--- src/onllb_pkg.sv ---
package onllb_pkg;

  // ----------------------------------------------------------------
  // Register map
  // ----------------------------------------------------------------
  localparam logic [3:0] ONLLB_OFF_CTRL = 4'h0;
  localparam logic [3:0] ONLLB_OFF_STATUS = 4'h4;
  localparam logic [3:0] ONLLB_OFF_INT_STAT = 4'h8;
  localparam logic [3:0] ONLLB_OFF_INT_MASK = 4'hc;

  localparam int ONLLB_CTRL_MODE_LSB = 0;
  localparam int ONLLB_CTRL_EH_LSB = 4;
  localparam logic [31:0] ONLLB_CTRL_RST = 32'h0000_0000;
  localparam logic [3:0] ONLLB_MASK_RST = 4'h0;

  localparam int ONLLB_ST_VAL = 0;
  localparam int ONLLB_ST_ERR = 1;
  localparam int ONLLB_ST_INDET = 2;
  localparam int ONLLB_ST_HOLD = 3;
  localparam int ONLLB_ST_INVAL_LSB = 8;
  localparam int ONLLB_ST_INERR_LSB = 16;
  localparam int ONLLB_ST_INCONN_LSB = 24;

  // Interrupt event bits
  localparam int ONLLB_EV_RISE = 0;
  localparam int ONLLB_EV_FALL = 1;
  localparam int ONLLB_EV_ERR = 2;
  localparam int ONLLB_EV_INDET = 3;
  localparam int ONLLB_EV_W = 4;

  localparam logic [1:0] ONLLB_RESP_OKAY = 2'h0;
  localparam logic [1:0] ONLLB_RESP_SLVERR = 2'h2;

  localparam int ONLLB_NUM_IN = 8;
  localparam int ONLLB_SYNC_STAGES = 2;

  // ----------------------------------------------------------------
  // Types
  // ----------------------------------------------------------------
  typedef enum logic [1:0] {
    ONLLB_MODE_OFF = 2'b00,
    ONLLB_MODE_OR = 2'b01,
    ONLLB_MODE_NOR = 2'b10,
    ONLLB_MODE_LATCH = 2'b11
  } onllb_mode_t;

  typedef enum logic [1:0] {
    ONLLB_EH_TRUE_GOOD = 2'b00,
    ONLLB_EH_TRUE_BAD = 2'b01,
    ONLLB_EH_FALSE_GOOD = 2'b10,
    ONLLB_EH_FALSE_BAD = 2'b11
  } onllb_eh_t;

  // Digital signal between function blocks
  typedef struct packed {
    logic val;
    logic err;
  } onllb_dsig_t;

  // Receiver port: connection flag plus signal
  typedef struct packed {
    logic conn;
    logic err;
    logic val;
  } onllb_in_t;

  // Result chosen by the error-handling setting
  function automatic onllb_dsig_t onllb_eh_result(input onllb_eh_t eh);
    onllb_dsig_t r;
    r.val = (eh == ONLLB_EH_TRUE_GOOD) || (eh == ONLLB_EH_TRUE_BAD);
    r.err = (eh == ONLLB_EH_TRUE_BAD) || (eh == ONLLB_EH_FALSE_BAD);
    return r;
  endfunction

endpackage

--- src/onllb_top.sv ---
// Summary of operation
// Or mode outputs true if any connected input true, false if all false.
// Nor mode outputs false if any connected input true, true if all false.
// Only connected inputs take part; unconnected inputs are ignored. The latch reads inputs 0 and 1 without their connection flag.
// Function setting selects Off, Or, Nor or Latch operation.
// Undeterminable result takes value and error from the error-handling setting.
// Error handling offers true good, true bad, false good, false bad.
// Latch mode output follows the data input while freeze is false.
// Freeze rising captures data input; output stays fixed while freeze holds.
// Data rising after freeze went true leaves output false until release.
// Freeze rising while data true keeps output true until release.
// Eight digital inputs and one digital output in Or and Nor modes.
// Freeze false or errored: output value and error follow data input.
// Data error during valid freeze keeps the value captured at freeze.
// Or/Nor ignore input errors when good inputs decide; else error handling.
// Output carries the error status of the input it is sourced from.
//
// The address map and the AXI4-Lite slave port were chosen for this implementation.
`timescale 1ns/100ps
`default_nettype none

module onllb_top
  import onllb_pkg::*;
#(
  parameter int NUM_IN = ONLLB_NUM_IN,
  parameter int ADDR_W = 4
) (
  input wire logic aclk,
  input wire logic aresetn,
  input wire logic ce,
  input wire logic [ADDR_W-1:0] s_axi_awaddr,
  input wire logic s_axi_awvalid,
  output logic s_axi_awready,
  input wire logic [31:0] s_axi_wdata,
  input wire logic [3:0] s_axi_wstrb,
  input wire logic s_axi_wvalid,
  output logic s_axi_wready,
  output logic [1:0] s_axi_bresp,
  output logic s_axi_bvalid,
  input wire logic s_axi_bready,
  input wire logic [ADDR_W-1:0] s_axi_araddr,
  input wire logic s_axi_arvalid,
  output logic s_axi_arready,
  output logic [31:0] s_axi_rdata,
  output logic [1:0] s_axi_rresp,
  output logic s_axi_rvalid,
  input wire logic s_axi_rready,
  input wire onllb_in_t [NUM_IN-1:0] in_sig,
  output logic out_val,
  output logic out_err,
  output logic irq
);

  // ----------------------------------------------------------------
  // Input synchroniser
  // ----------------------------------------------------------------
  onllb_in_t [NUM_IN-1:0] sync1_reg;
  onllb_in_t [NUM_IN-1:0] sync2_reg;

  always_ff @(posedge aclk) begin
    if (!aresetn) begin
      sync1_reg <= '0;
      sync2_reg <= '0;
    end else if (ce) begin
      sync1_reg <= in_sig;
      sync2_reg <= sync1_reg;
    end
  end

  // ----------------------------------------------------------------
  // Per-input decode
  // ----------------------------------------------------------------
  logic [NUM_IN-1:0] good_true;
  logic [NUM_IN-1:0] conn_err;
  logic [NUM_IN-1:0] conn_vec;
  logic [NUM_IN-1:0] val_vec;
  logic [NUM_IN-1:0] err_vec;

  genvar gi;
  generate
    for (gi = 0; gi < NUM_IN; gi = gi + 1) begin : g_in
      assign conn_vec[gi] = sync2_reg[gi].conn;
      assign val_vec[gi] = sync2_reg[gi].val;
      assign err_vec[gi] = sync2_reg[gi].err;
      assign good_true[gi] = sync2_reg[gi].conn && !sync2_reg[gi].err
                             && sync2_reg[gi].val;
      assign conn_err[gi] = sync2_reg[gi].conn && sync2_reg[gi].err;
    end
  endgenerate

  // ----------------------------------------------------------------
  // Control register fields
  // ----------------------------------------------------------------
  logic [31:0] ctrl_reg;
  logic [ONLLB_EV_W-1:0] stat_reg;
  logic [ONLLB_EV_W-1:0] mask_reg;
  wire onllb_mode_t mode;
  wire onllb_eh_t eh_sel;
  wire onllb_dsig_t eh_res;

  assign mode = onllb_mode_t'(ctrl_reg[ONLLB_CTRL_MODE_LSB +: 2]);
  assign eh_sel = onllb_eh_t'(ctrl_reg[ONLLB_CTRL_EH_LSB +: 2]);
  assign eh_res = onllb_eh_result(eh_sel);

  // ----------------------------------------------------------------
  // Or / Nor evaluation
  // ----------------------------------------------------------------
  wire logic any_true;
  wire logic indet;
  wire onllb_dsig_t or_res;

  assign any_true = |good_true;
  // Undecided when no good input is true and some connected input is errored or none connected
  assign indet = !any_true && ((|conn_err) || !(|conn_vec));
  assign or_res.val = indet ? eh_res.val : (any_true ^ (mode == ONLLB_MODE_NOR));
  assign or_res.err = indet ? eh_res.err : 1'b0;

  // ----------------------------------------------------------------
  // Latch (input 0 is data, input 1 is freeze)
  // ----------------------------------------------------------------
  wire onllb_dsig_t lat_data;
  wire onllb_dsig_t lat_freeze;
  wire onllb_dsig_t lat_res;
  wire logic lat_hold;
  wire logic lat_en;

  assign lat_data.val = sync2_reg[0].val;
  assign lat_data.err = sync2_reg[0].err;
  assign lat_freeze.val = sync2_reg[1].val;
  assign lat_freeze.err = sync2_reg[1].err;
  assign lat_en = (mode == ONLLB_MODE_LATCH);

  onllb_latch u_latch (
    .aclk(aclk),
    .aresetn(aresetn),
    .ce(ce),
    .enable(lat_en),
    .data_in(lat_data),
    .freeze_in(lat_freeze),
    .holding(lat_hold),
    .result(lat_res)
  );

  // ----------------------------------------------------------------
  // Output selection
  // ----------------------------------------------------------------
  onllb_dsig_t out_reg;
  onllb_dsig_t out_next;
  wire logic use_logic;

  assign use_logic = (mode == ONLLB_MODE_OR) || (mode == ONLLB_MODE_NOR);
  assign out_next = use_logic ? or_res :
                    lat_en ? lat_res : '0;

  // ----------------------------------------------------------------
  // Interrupt events
  // ----------------------------------------------------------------
  logic indet_reg;
  logic [ONLLB_EV_W-1:0] events;
  logic [ONLLB_EV_W-1:0] stat_clr;
  logic [ONLLB_EV_W-1:0] stat_next;
  wire logic irq_next;

  assign events[ONLLB_EV_RISE] = out_next.val && !out_reg.val;
  assign events[ONLLB_EV_FALL] = !out_next.val && out_reg.val;
  assign events[ONLLB_EV_ERR] = out_next.err && !out_reg.err;
  assign events[ONLLB_EV_INDET] = use_logic && indet && !indet_reg;
  // A new event wins over a clear in the same cycle
  assign stat_next = (stat_reg & ~stat_clr) | events;
  assign irq_next = |(stat_reg & mask_reg);

  // ----------------------------------------------------------------
  // AXI4-Lite slave
  // ----------------------------------------------------------------
  logic aw_got_reg;
  logic w_got_reg;
  logic [ADDR_W-1:0] awaddr_reg;
  logic [31:0] wdata_reg;
  logic wstrb0_reg;
  wire logic aw_hs, w_hs, ar_hs, do_write;
  wire logic aw_got_next, w_got_next, bvalid_next, rvalid_next;
  wire logic wr_ctrl, wr_stat, wr_mask, wr_hit, rd_hit;
  logic [31:0] rd_word;
  logic [31:0] status_word;

  function automatic logic reg_hit(input logic [ADDR_W-1:0] a);
    return (a == ONLLB_OFF_CTRL) || (a == ONLLB_OFF_STATUS)
           || (a == ONLLB_OFF_INT_STAT) || (a == ONLLB_OFF_INT_MASK);
  endfunction

  assign aw_hs = s_axi_awvalid && s_axi_awready;
  assign w_hs = s_axi_wvalid && s_axi_wready;
  assign ar_hs = s_axi_arvalid && s_axi_arready;
  assign do_write = aw_got_reg && w_got_reg && !s_axi_bvalid;
  assign aw_got_next = do_write ? 1'b0 : (aw_got_reg || aw_hs);
  assign w_got_next = do_write ? 1'b0 : (w_got_reg || w_hs);
  assign bvalid_next = do_write || (s_axi_bvalid && !s_axi_bready);
  assign rvalid_next = ar_hs || (s_axi_rvalid && !s_axi_rready);

  assign wr_hit = reg_hit(awaddr_reg);
  assign wr_ctrl = do_write && wstrb0_reg && (awaddr_reg == ONLLB_OFF_CTRL);
  assign wr_stat = do_write && wstrb0_reg && (awaddr_reg == ONLLB_OFF_INT_STAT);
  assign wr_mask = do_write && wstrb0_reg && (awaddr_reg == ONLLB_OFF_INT_MASK);
  assign stat_clr = wr_stat ? wdata_reg[ONLLB_EV_W-1:0] : '0;
  assign rd_hit = reg_hit(s_axi_araddr);

  always_comb begin
    status_word = '0;
    status_word[ONLLB_ST_VAL] = out_reg.val;
    status_word[ONLLB_ST_ERR] = out_reg.err;
    status_word[ONLLB_ST_INDET] = indet_reg;
    status_word[ONLLB_ST_HOLD] = lat_hold;
    status_word[ONLLB_ST_INVAL_LSB +: NUM_IN] = val_vec;
    status_word[ONLLB_ST_INERR_LSB +: NUM_IN] = err_vec;
    status_word[ONLLB_ST_INCONN_LSB +: NUM_IN] = conn_vec;
    case (s_axi_araddr)
      ONLLB_OFF_CTRL: rd_word = ctrl_reg;
      ONLLB_OFF_STATUS: rd_word = status_word;
      ONLLB_OFF_INT_STAT: rd_word = {{(32-ONLLB_EV_W){1'b0}}, stat_reg};
      ONLLB_OFF_INT_MASK: rd_word = {{(32-ONLLB_EV_W){1'b0}}, mask_reg};
      default: rd_word = '0;
    endcase
  end

  always_ff @(posedge aclk) begin
    if (!aresetn) begin
      aw_got_reg <= 1'b0;
      w_got_reg <= 1'b0;
      awaddr_reg <= '0;
      wdata_reg <= '0;
      wstrb0_reg <= 1'b0;
      s_axi_awready <= 1'b1;
      s_axi_wready <= 1'b1;
      s_axi_bvalid <= 1'b0;
      s_axi_bresp <= ONLLB_RESP_OKAY;
      s_axi_arready <= 1'b1;
      s_axi_rvalid <= 1'b0;
      s_axi_rdata <= '0;
      s_axi_rresp <= ONLLB_RESP_OKAY;
    end else if (ce) begin
      aw_got_reg <= aw_got_next;
      w_got_reg <= w_got_next;
      if (aw_hs) begin
        awaddr_reg <= s_axi_awaddr;
      end
      if (w_hs) begin
        wdata_reg <= s_axi_wdata;
        wstrb0_reg <= s_axi_wstrb[0];
      end
      s_axi_awready <= !aw_got_next && !bvalid_next;
      s_axi_wready <= !w_got_next && !bvalid_next;
      s_axi_bvalid <= bvalid_next;
      if (do_write) begin
        s_axi_bresp <= wr_hit ? ONLLB_RESP_OKAY : ONLLB_RESP_SLVERR;
      end
      s_axi_arready <= !rvalid_next;
      s_axi_rvalid <= rvalid_next;
      if (ar_hs) begin
        s_axi_rdata <= rd_word;
        s_axi_rresp <= rd_hit ? ONLLB_RESP_OKAY : ONLLB_RESP_SLVERR;
      end
    end
  end

  // ----------------------------------------------------------------
  // Block state
  // ----------------------------------------------------------------
  always_ff @(posedge aclk) begin
    if (!aresetn) begin
      ctrl_reg <= ONLLB_CTRL_RST;
      mask_reg <= ONLLB_MASK_RST;
      stat_reg <= '0;
      out_reg <= '0;
      indet_reg <= 1'b0;
      irq <= 1'b0;
    end else if (ce) begin
      if (wr_ctrl) begin
        ctrl_reg <= {24'h000000, 2'b00, wdata_reg[ONLLB_CTRL_EH_LSB +: 2],
                     2'b00, wdata_reg[ONLLB_CTRL_MODE_LSB +: 2]};
      end
      if (wr_mask) begin
        mask_reg <= wdata_reg[ONLLB_EV_W-1:0];
      end
      stat_reg <= stat_next;
      out_reg <= out_next;
      indet_reg <= use_logic && indet;
      irq <= irq_next;
    end
  end

  assign out_val = out_reg.val;
  assign out_err = out_reg.err;
endmodule

`default_nettype wire

--- src/onllb_latch.sv ---
`timescale 1ns/100ps
`default_nettype none

module onllb_latch
  import onllb_pkg::*;
(
  aclk,
  aresetn,
  ce,
  enable,
  data_in,
  freeze_in,
  holding,
  result
);
  input wire logic aclk;
  input wire logic aresetn;
  input wire logic ce;
  input wire logic enable;
  input wire onllb_dsig_t data_in;
  input wire onllb_dsig_t freeze_in;
  output logic holding;
  output onllb_dsig_t result;

  logic was_holding_reg;
  logic was_holding_next;
  onllb_dsig_t cap_reg;
  onllb_dsig_t cap_next;
  wire logic hold_rise;

  // An errored freeze input never holds
  assign holding = freeze_in.val && !freeze_in.err;
  assign hold_rise = holding && !was_holding_reg;
  assign was_holding_next = enable && holding;
  assign cap_next = hold_rise ? data_in : cap_reg;
  // Follow while free; on the rising edge pass the present input, then keep it
  assign result = (holding && was_holding_reg) ? cap_reg : data_in;

  always_ff @(posedge aclk) begin
    if (!aresetn) begin
      was_holding_reg <= 1'b0;
      cap_reg <= '0;
    end else if (ce) begin
      was_holding_reg <= was_holding_next;
      cap_reg <= cap_next;
    end
  end

endmodule

`default_nettype wire

--- config.mk ---
export PLATFORM = sky130hd
export DESIGN_NAME = onllb_top
export DESIGN_NICKNAME = d
export VERILOG_FILES = /design/src/onllb_pkg.sv /design/src/onllb_top.sv /design/src/onllb_latch.sv
export SDC_FILE = /design/constraint.sdc
export NUM_CORES = 1
export LEC_CHECK = 0
export ABC_AREA = 1
export BUFFER_PORTS_ARGS = -buffer_cell sky130_fd_sc_hd__buf_2
export CAP_MARGIN = 20
export CORE_UTILIZATION = 55
export CTS_BUF_LIST = sky130_fd_sc_hd__clkbuf_8
export CTS_CLUSTER_SIZE = 28
export DETAILED_ROUTE_END_ITERATION = 12
export GPL_TIMING_DRIVEN = 0
export PLACE_DENSITY_LB_ADDON = 0.12
export SLEW_MARGIN = 20
export SYNTH_ARGS = -nofsm -noshare
export SYNTH_HDL_FRONTEND = slang
export SYNTH_HIERARCHICAL = 1
export SYNTH_SLANG_ARGS = --single-unit
--- constraint.sdc ---
create_clock -name aclk -period 1.8 [get_ports aclk]
set_input_delay 0.09 -clock aclk [delete_from_list [all_inputs] [get_ports aclk]]
set_output_delay 0.09 -clock aclk [all_outputs]
set_load 0.01 [all_outputs]
# Word-level counts from Yosys, hierarchy flattened
# Cells that the tools add are included.
# W data, S select, Z words.
dict set report classes {
  eq_ne 11
  mux 11
  n_bitwise 5
  reduce_logical 97
}
# cell n
set ops {}
lappend ops {{$pmux W32 S4} 1}
lappend ops {{$logic_and A1 B1 Y1} 47}
lappend ops {{$reduce_or A8 Y1} 3}
lappend ops {{$logic_not A1 Y1} 22}
lappend ops {{$eq A4 B4 Y1 const B} 4}
lappend ops {{$logic_or A1 B1 Y1} 14}
lappend ops {{$reduce_and A2 Y1} 7}
lappend ops {{$mux W2} 5}
lappend ops {{$and A4 B4 Y4} 2}
lappend ops {{$eq A4 B3 Y1 const B} 2}
lappend ops {{$logic_not A4 Y1} 2}
lappend ops {{$eq A2 B2 Y1 const B} 3}
lappend ops {{$eq A2 B1 Y1 const B} 2}
lappend ops {{$mux W1} 4}
lappend ops {{$mux W4} 1}
lappend ops {{$not A4 Y4} 1}
lappend ops {{$or A4 B4 Y4} 1}
lappend ops {{$reduce_or A4 Y1} 1}
lappend ops {{$logic_not A2 Y1} 1}
lappend ops {{$xor A1 B1 Y1} 1}
dict set report totals {
  regBits 121
  out_inout_bits 44
  elab_cells 195
}

# Logic depth before layout (Yosys ltp)
dict set report depth {
  depth_word 11
  mapped_depth 12
  ltp_nobuf 12
}

# Cells and area by module
# Netlist, hierarchy kept.
# mod n_inst cells_each area_per_inst_um2 seq_area_each_um2
set by_module_without_submodules {}
lappend by_module_without_submodules {onllb_top 1 589 4455.5 2282.2}
lappend by_module_without_submodules {onllb_latch 1 32 186.4 60.1}

# Least setup slack after synthesis
# OpenSTA, ideal clock, no wires.
dict set report synth_path {
  path_kind {register to register}
  from {register s_axi_bvalid}
  to {register stat_reg[2]}
  arrival_time_ns 1.267
  path_slack_ns 0.400
  path_stages_with_launch 8
  synth_period_minus_slack_ns 1.400
  path_cell_list {dfxtp_1 -> inv_1 -> nand3_1 -> inv_1 -> nand3_1 -> or2_2 -> o21ai_0 -> a21oi_1}
}
dict set report synth_via {
  elab_chain_cells 8
}
# item line_no
set synth_rtl {}
lappend synth_rtl {{from (decl)} onllb_top.sv:39} ;# output logic s_axi_bvalid,
lappend synth_rtl {{from (signal assigned)} onllb_top.sv:252} ;# s_axi_bvalid <= bvalid_next;
lappend synth_rtl {{$logic_not A1 Y1} onllb_top.sv:194} ;# assign do_write = aw_got_reg && w_got_reg && !s_axi_bvalid;
lappend synth_rtl {{$logic_and A1 B1 Y1} onllb_top.sv:194}
lappend synth_rtl {{$logic_and A1 B1 Y1 (2 in series)} onllb_top.sv:202} ;# assign wr_stat = do_write && wstrb0_reg && (awaddr_reg == ONLLB_OFF_INT_STAT);
lappend synth_rtl {{$mux W4} onllb_top.sv:204} ;# assign stat_clr = wr_stat ? wdata_reg[ONLLB_EV_W-1:0] : '0;
lappend synth_rtl {{$not A4 Y4} onllb_top.sv:169} ;# assign stat_next = (stat_reg & ~stat_clr) | events;
lappend synth_rtl {{$and A4 B4 Y4} onllb_top.sv:169}
lappend synth_rtl {{$or A4 B4 Y4} onllb_top.sv:169}
lappend synth_rtl {{to (signal assigned)} onllb_top.sv:284} ;# stat_reg <= stat_next;
lappend synth_rtl {{to (decl)} onllb_top.sv:95} ;# logic [ONLLB_EV_W-1:0] stat_reg;
# Every way passes these cells.
# A chain may end at the register's enable or synchronous reset.

==> flow_metrics.env <==
export IMPL_status="completed"
export IMPL_p_switching_w=0.00151
export IMPL_ir_worst_vdd_mv=0.529
export IMPL_root_buffer="clkbuf_8"
export IMPL_drive_above_1_share_pct=17.6
export IMPL_crit_path_max_fanout=10
export IMPL_drv_cap=0
export IMPL_synth_top_area_share_pct=50.5
export IMPL_cts_tree="built"
export IMPL_final_seq_area_um2=2350
export IMPL_wirelength_um=13200
export IMPL_largest_reg_flops=30
export IMPL_vias=4745
export IMPL_core_area_um2=8180
export IMPL_syn_area_um2=4640
export IMPL_p_per_area_nw_per_um2=999
export IMPL_die_w_um=93.9
export IMPL_clkPwrFrac_pct=42.0
export IMPL_crit_top_cell="clkbuf_1"
export IMPL_critPathMaxStageDelay_ns=0.52
export IMPL_n_antenna_cell=0
export IMPL_critPathKind="in -> reg"
export IMPL_ys_types=29
export IMPL_cp_required_ns=2.15
export IMPL_fin_crit_sh_pct=98.2
export IMPL_finalHoldViolCount=0
export IMPL_drtPass1Iterations=6
export IMPL_numPortBuffers=86
export IMPL_p_leak_nw=2.66
export IMPL_final_common_cell="dfxtp_1"
export IMPL_grt_usage_pct=31.6
export IMPL_grt_pass1_vias=4471
export IMPL_slew_violations=0
export IMPL_mostFrequentLayoutCells="114 x dfxtp_1, 106 x o21ai_0, 102 x nor2_1"
export IMPL_yosysWarningCount=6
export IMPL_slew_headroom_pct=58.5
export IMPL_path_clk_slew_ns=0.07
export IMPL_synth_largest_area_cell="dfxtp_1"
export IMPL_cts_max_path_buffers=2
export IMPL_io_pin_count=120
export IMPL_fin_crit_ns=1.77
export IMPL_drc_errors=0
export IMPL_critPathCaptureType="flop"
export IMPL_avgSynthCellArea_um2=7.47
export IMPL_cts_sinks=117
export IMPL_post_place_cells=815
export IMPL_syn_to_final_growth_pct=29.3
export IMPL_routabilityCongestion=0.880
export IMPL_rsz0062_at_grt="no"
export IMPL_intPower_w=0.00449
export IMPL_clock_latency_ns=0.42
export IMPL_antenna_found_initial=0
export IMPL_netlist_instances=621
export IMPL_cts_made_buffers=17
export IMPL_cp_arrival_ns=2.12
export IMPL_fin_nets=843
export IMPL_synthTopCellsByArea="dfxtp_1 50%, o21ai_0 11%, nor2_1 8.2%"
export IMPL_hold_class="in -> reg"
export IMPL_worstPathCellList="dlygate4sd3_1, buf_2, clkbuf_1, clkbuf_1, o21ai_0, a21oi_1"
export IMPL_core_rowCount=33
export IMPL_wl_per_cell_um=14.9
export IMPL_overflow=0
export IMPL_grt_max_degree=17
export IMPL_fmaxAchievable_ghz=0.566
export IMPL_cp_slowest_cell="dlygate4sd3_1"
export IMPL_final_cells=883
export IMPL_hpwl_um=9040
export IMPL_final_antenna_net_count=0
export IMPL_synth_seq_area_share_pct=50.5
export IMPL_h_tree_depth=4
export IMPL_n_fill_cell=648
export IMPL_start_util_pct=56.8
export IMPL_synth_ff_latch_count=117
export IMPL_power_frac_seq_pct=47.5
export IMPL_die_h_um=93.9
export IMPL_tightest_slew_ns=0.623
export IMPL_multi_input_area_um2=1950
export IMPL_grt_pass1_wl_um=21100
export IMPL_power_frac_comb_pct=10.5
export IMPL_vias_per_cell=5.37
export IMPL_power_switching_share_pct=25.1
export IMPL_die_area_um2=8810
export IMPL_critPathLaunchType="input port"
export IMPL_setup_tns_ns=0
export IMPL_setup_viol_count_final=0
export IMPL_skew_ns=0.00623
export IMPL_drt_iter0_markers=348
## cell families (layout without fill, tap and decap cells)
kind of cell / Yosys count / after routing / share of synthesized area [%]
adders and majority gates: 2 / 2 / 0.539
other: 1 / 4 / 0.0808
DFF: 117 / 117 / 50.5
AOI/OAI and AO/OA: 186 / 186 / 20.6
and+or+nand+nor: 227 / 227 / 20.5
buffers and inverters: 88 / 242 / 7.84
## cells in the mapped netlist, drive strengths merged
cell type and count:
a211oi 1, a21oi 71, a221oi 1, a22o 2, a22oi 2, buf 11
clkbuf 26, conb 1, dfxtp 117, ha 2, inv 51, nand2 85
nand3 30, nand4 4, nor2 103, nor3 2, nor4 2, o2111ai 1
o211ai 1, o21ai 106, o22ai 1, or2 1
## stage by stage
stage / utilization, % / hold WS (ns) / area, um^2 / total power (W) / worst slack (ns)
3_5_place_dp: 63.8 / 0.320 / 5220 / 0.00345 / 0.174
4_1_cts: 73.4 / 0.0371 / 6000 / 0.00599 / 0.143
5_1_grt: 73.4 / 0.0479 / 6000 / 0.00622 / 0.00843
2_1_floorplan: - / 0.183 / 4650 / 0.00322 / 0.400
6_report: 73.4 / 0.0535 / 6000 / 0.00600 / 0.0329
3_3_place_gp: 63.8 / 0.311 / 5220 / 0.00343 / 0.223
## area by class of cell
| type | instances | share of cell area, % |
|---|---|---|
| buffer | 37 | 2.88 |
| inverter | 51 | 3.23 |
| clock buffer | 21 | 4.81 |
| timing repair buffer | 122 | 13.2 |
| multi-input combinational | 419 | 32.4 |
| sequential | 117 | 39.1 |
| clock inverter | 11 | 2.21 |
| tap | 105 | 2.19 |
## worst max-delay path: cells and delay by family
family / cells / cell delay, ns
AO/OA/AOI/OAI: 2 / 0.39
buffers and inverters: 4 / 1.63
## layer usage
layer | vias to the layer above | share of wire [%] | global-route usage (%)
met1 | 2145 | 44 | 40.6
met3 | 23 | 9.2 | 9.55
met4 | 0 | 1.6 | 9.87
met2 | 244 | 45 | 50.7
li1 | 2333 | - | -
met5 | - | 0 | 0
## final timing paths
path	startpoint	to	slack [ns]	cells past startpoint
worst max-delay path	aresetn	err_vec[6]	0.03	6
worst min-delay path	s_axi_araddr[0]	s_axi_rresp[1]	0.05	5
worst max register to register	s_axi_bvalid	stat_reg[0]	0.15	7
worst min register to register	awaddr_reg[0]	awaddr_reg[0]	0.45	2
## power groups by stage
stage | logic, W | registers [W] | clock network, W
2_1_floorplan | 0.000327 | 0.00289 | 0
3_3_place_gp | 0.000536 | 0.00289 | 0
3_5_place_dp | 0.000553 | 0.00290 | 0
4_1_cts | 0.000617 | 0.00284 | 0.00253
5_1_grt | 0.000704 | 0.00286 | 0.00265
6_report | 0.000631 | 0.00285 | 0.00252
## repair_timing
item / CTS / global route
hold endpoints to repair: 38 / 0
resized for setup: 0 / 7
setup endpoints to repair: 0 / 5
setup buffers: 0 / 0
hold buffers: 36 / 0
Note: power is estimated with default switching activity, not from simulation.
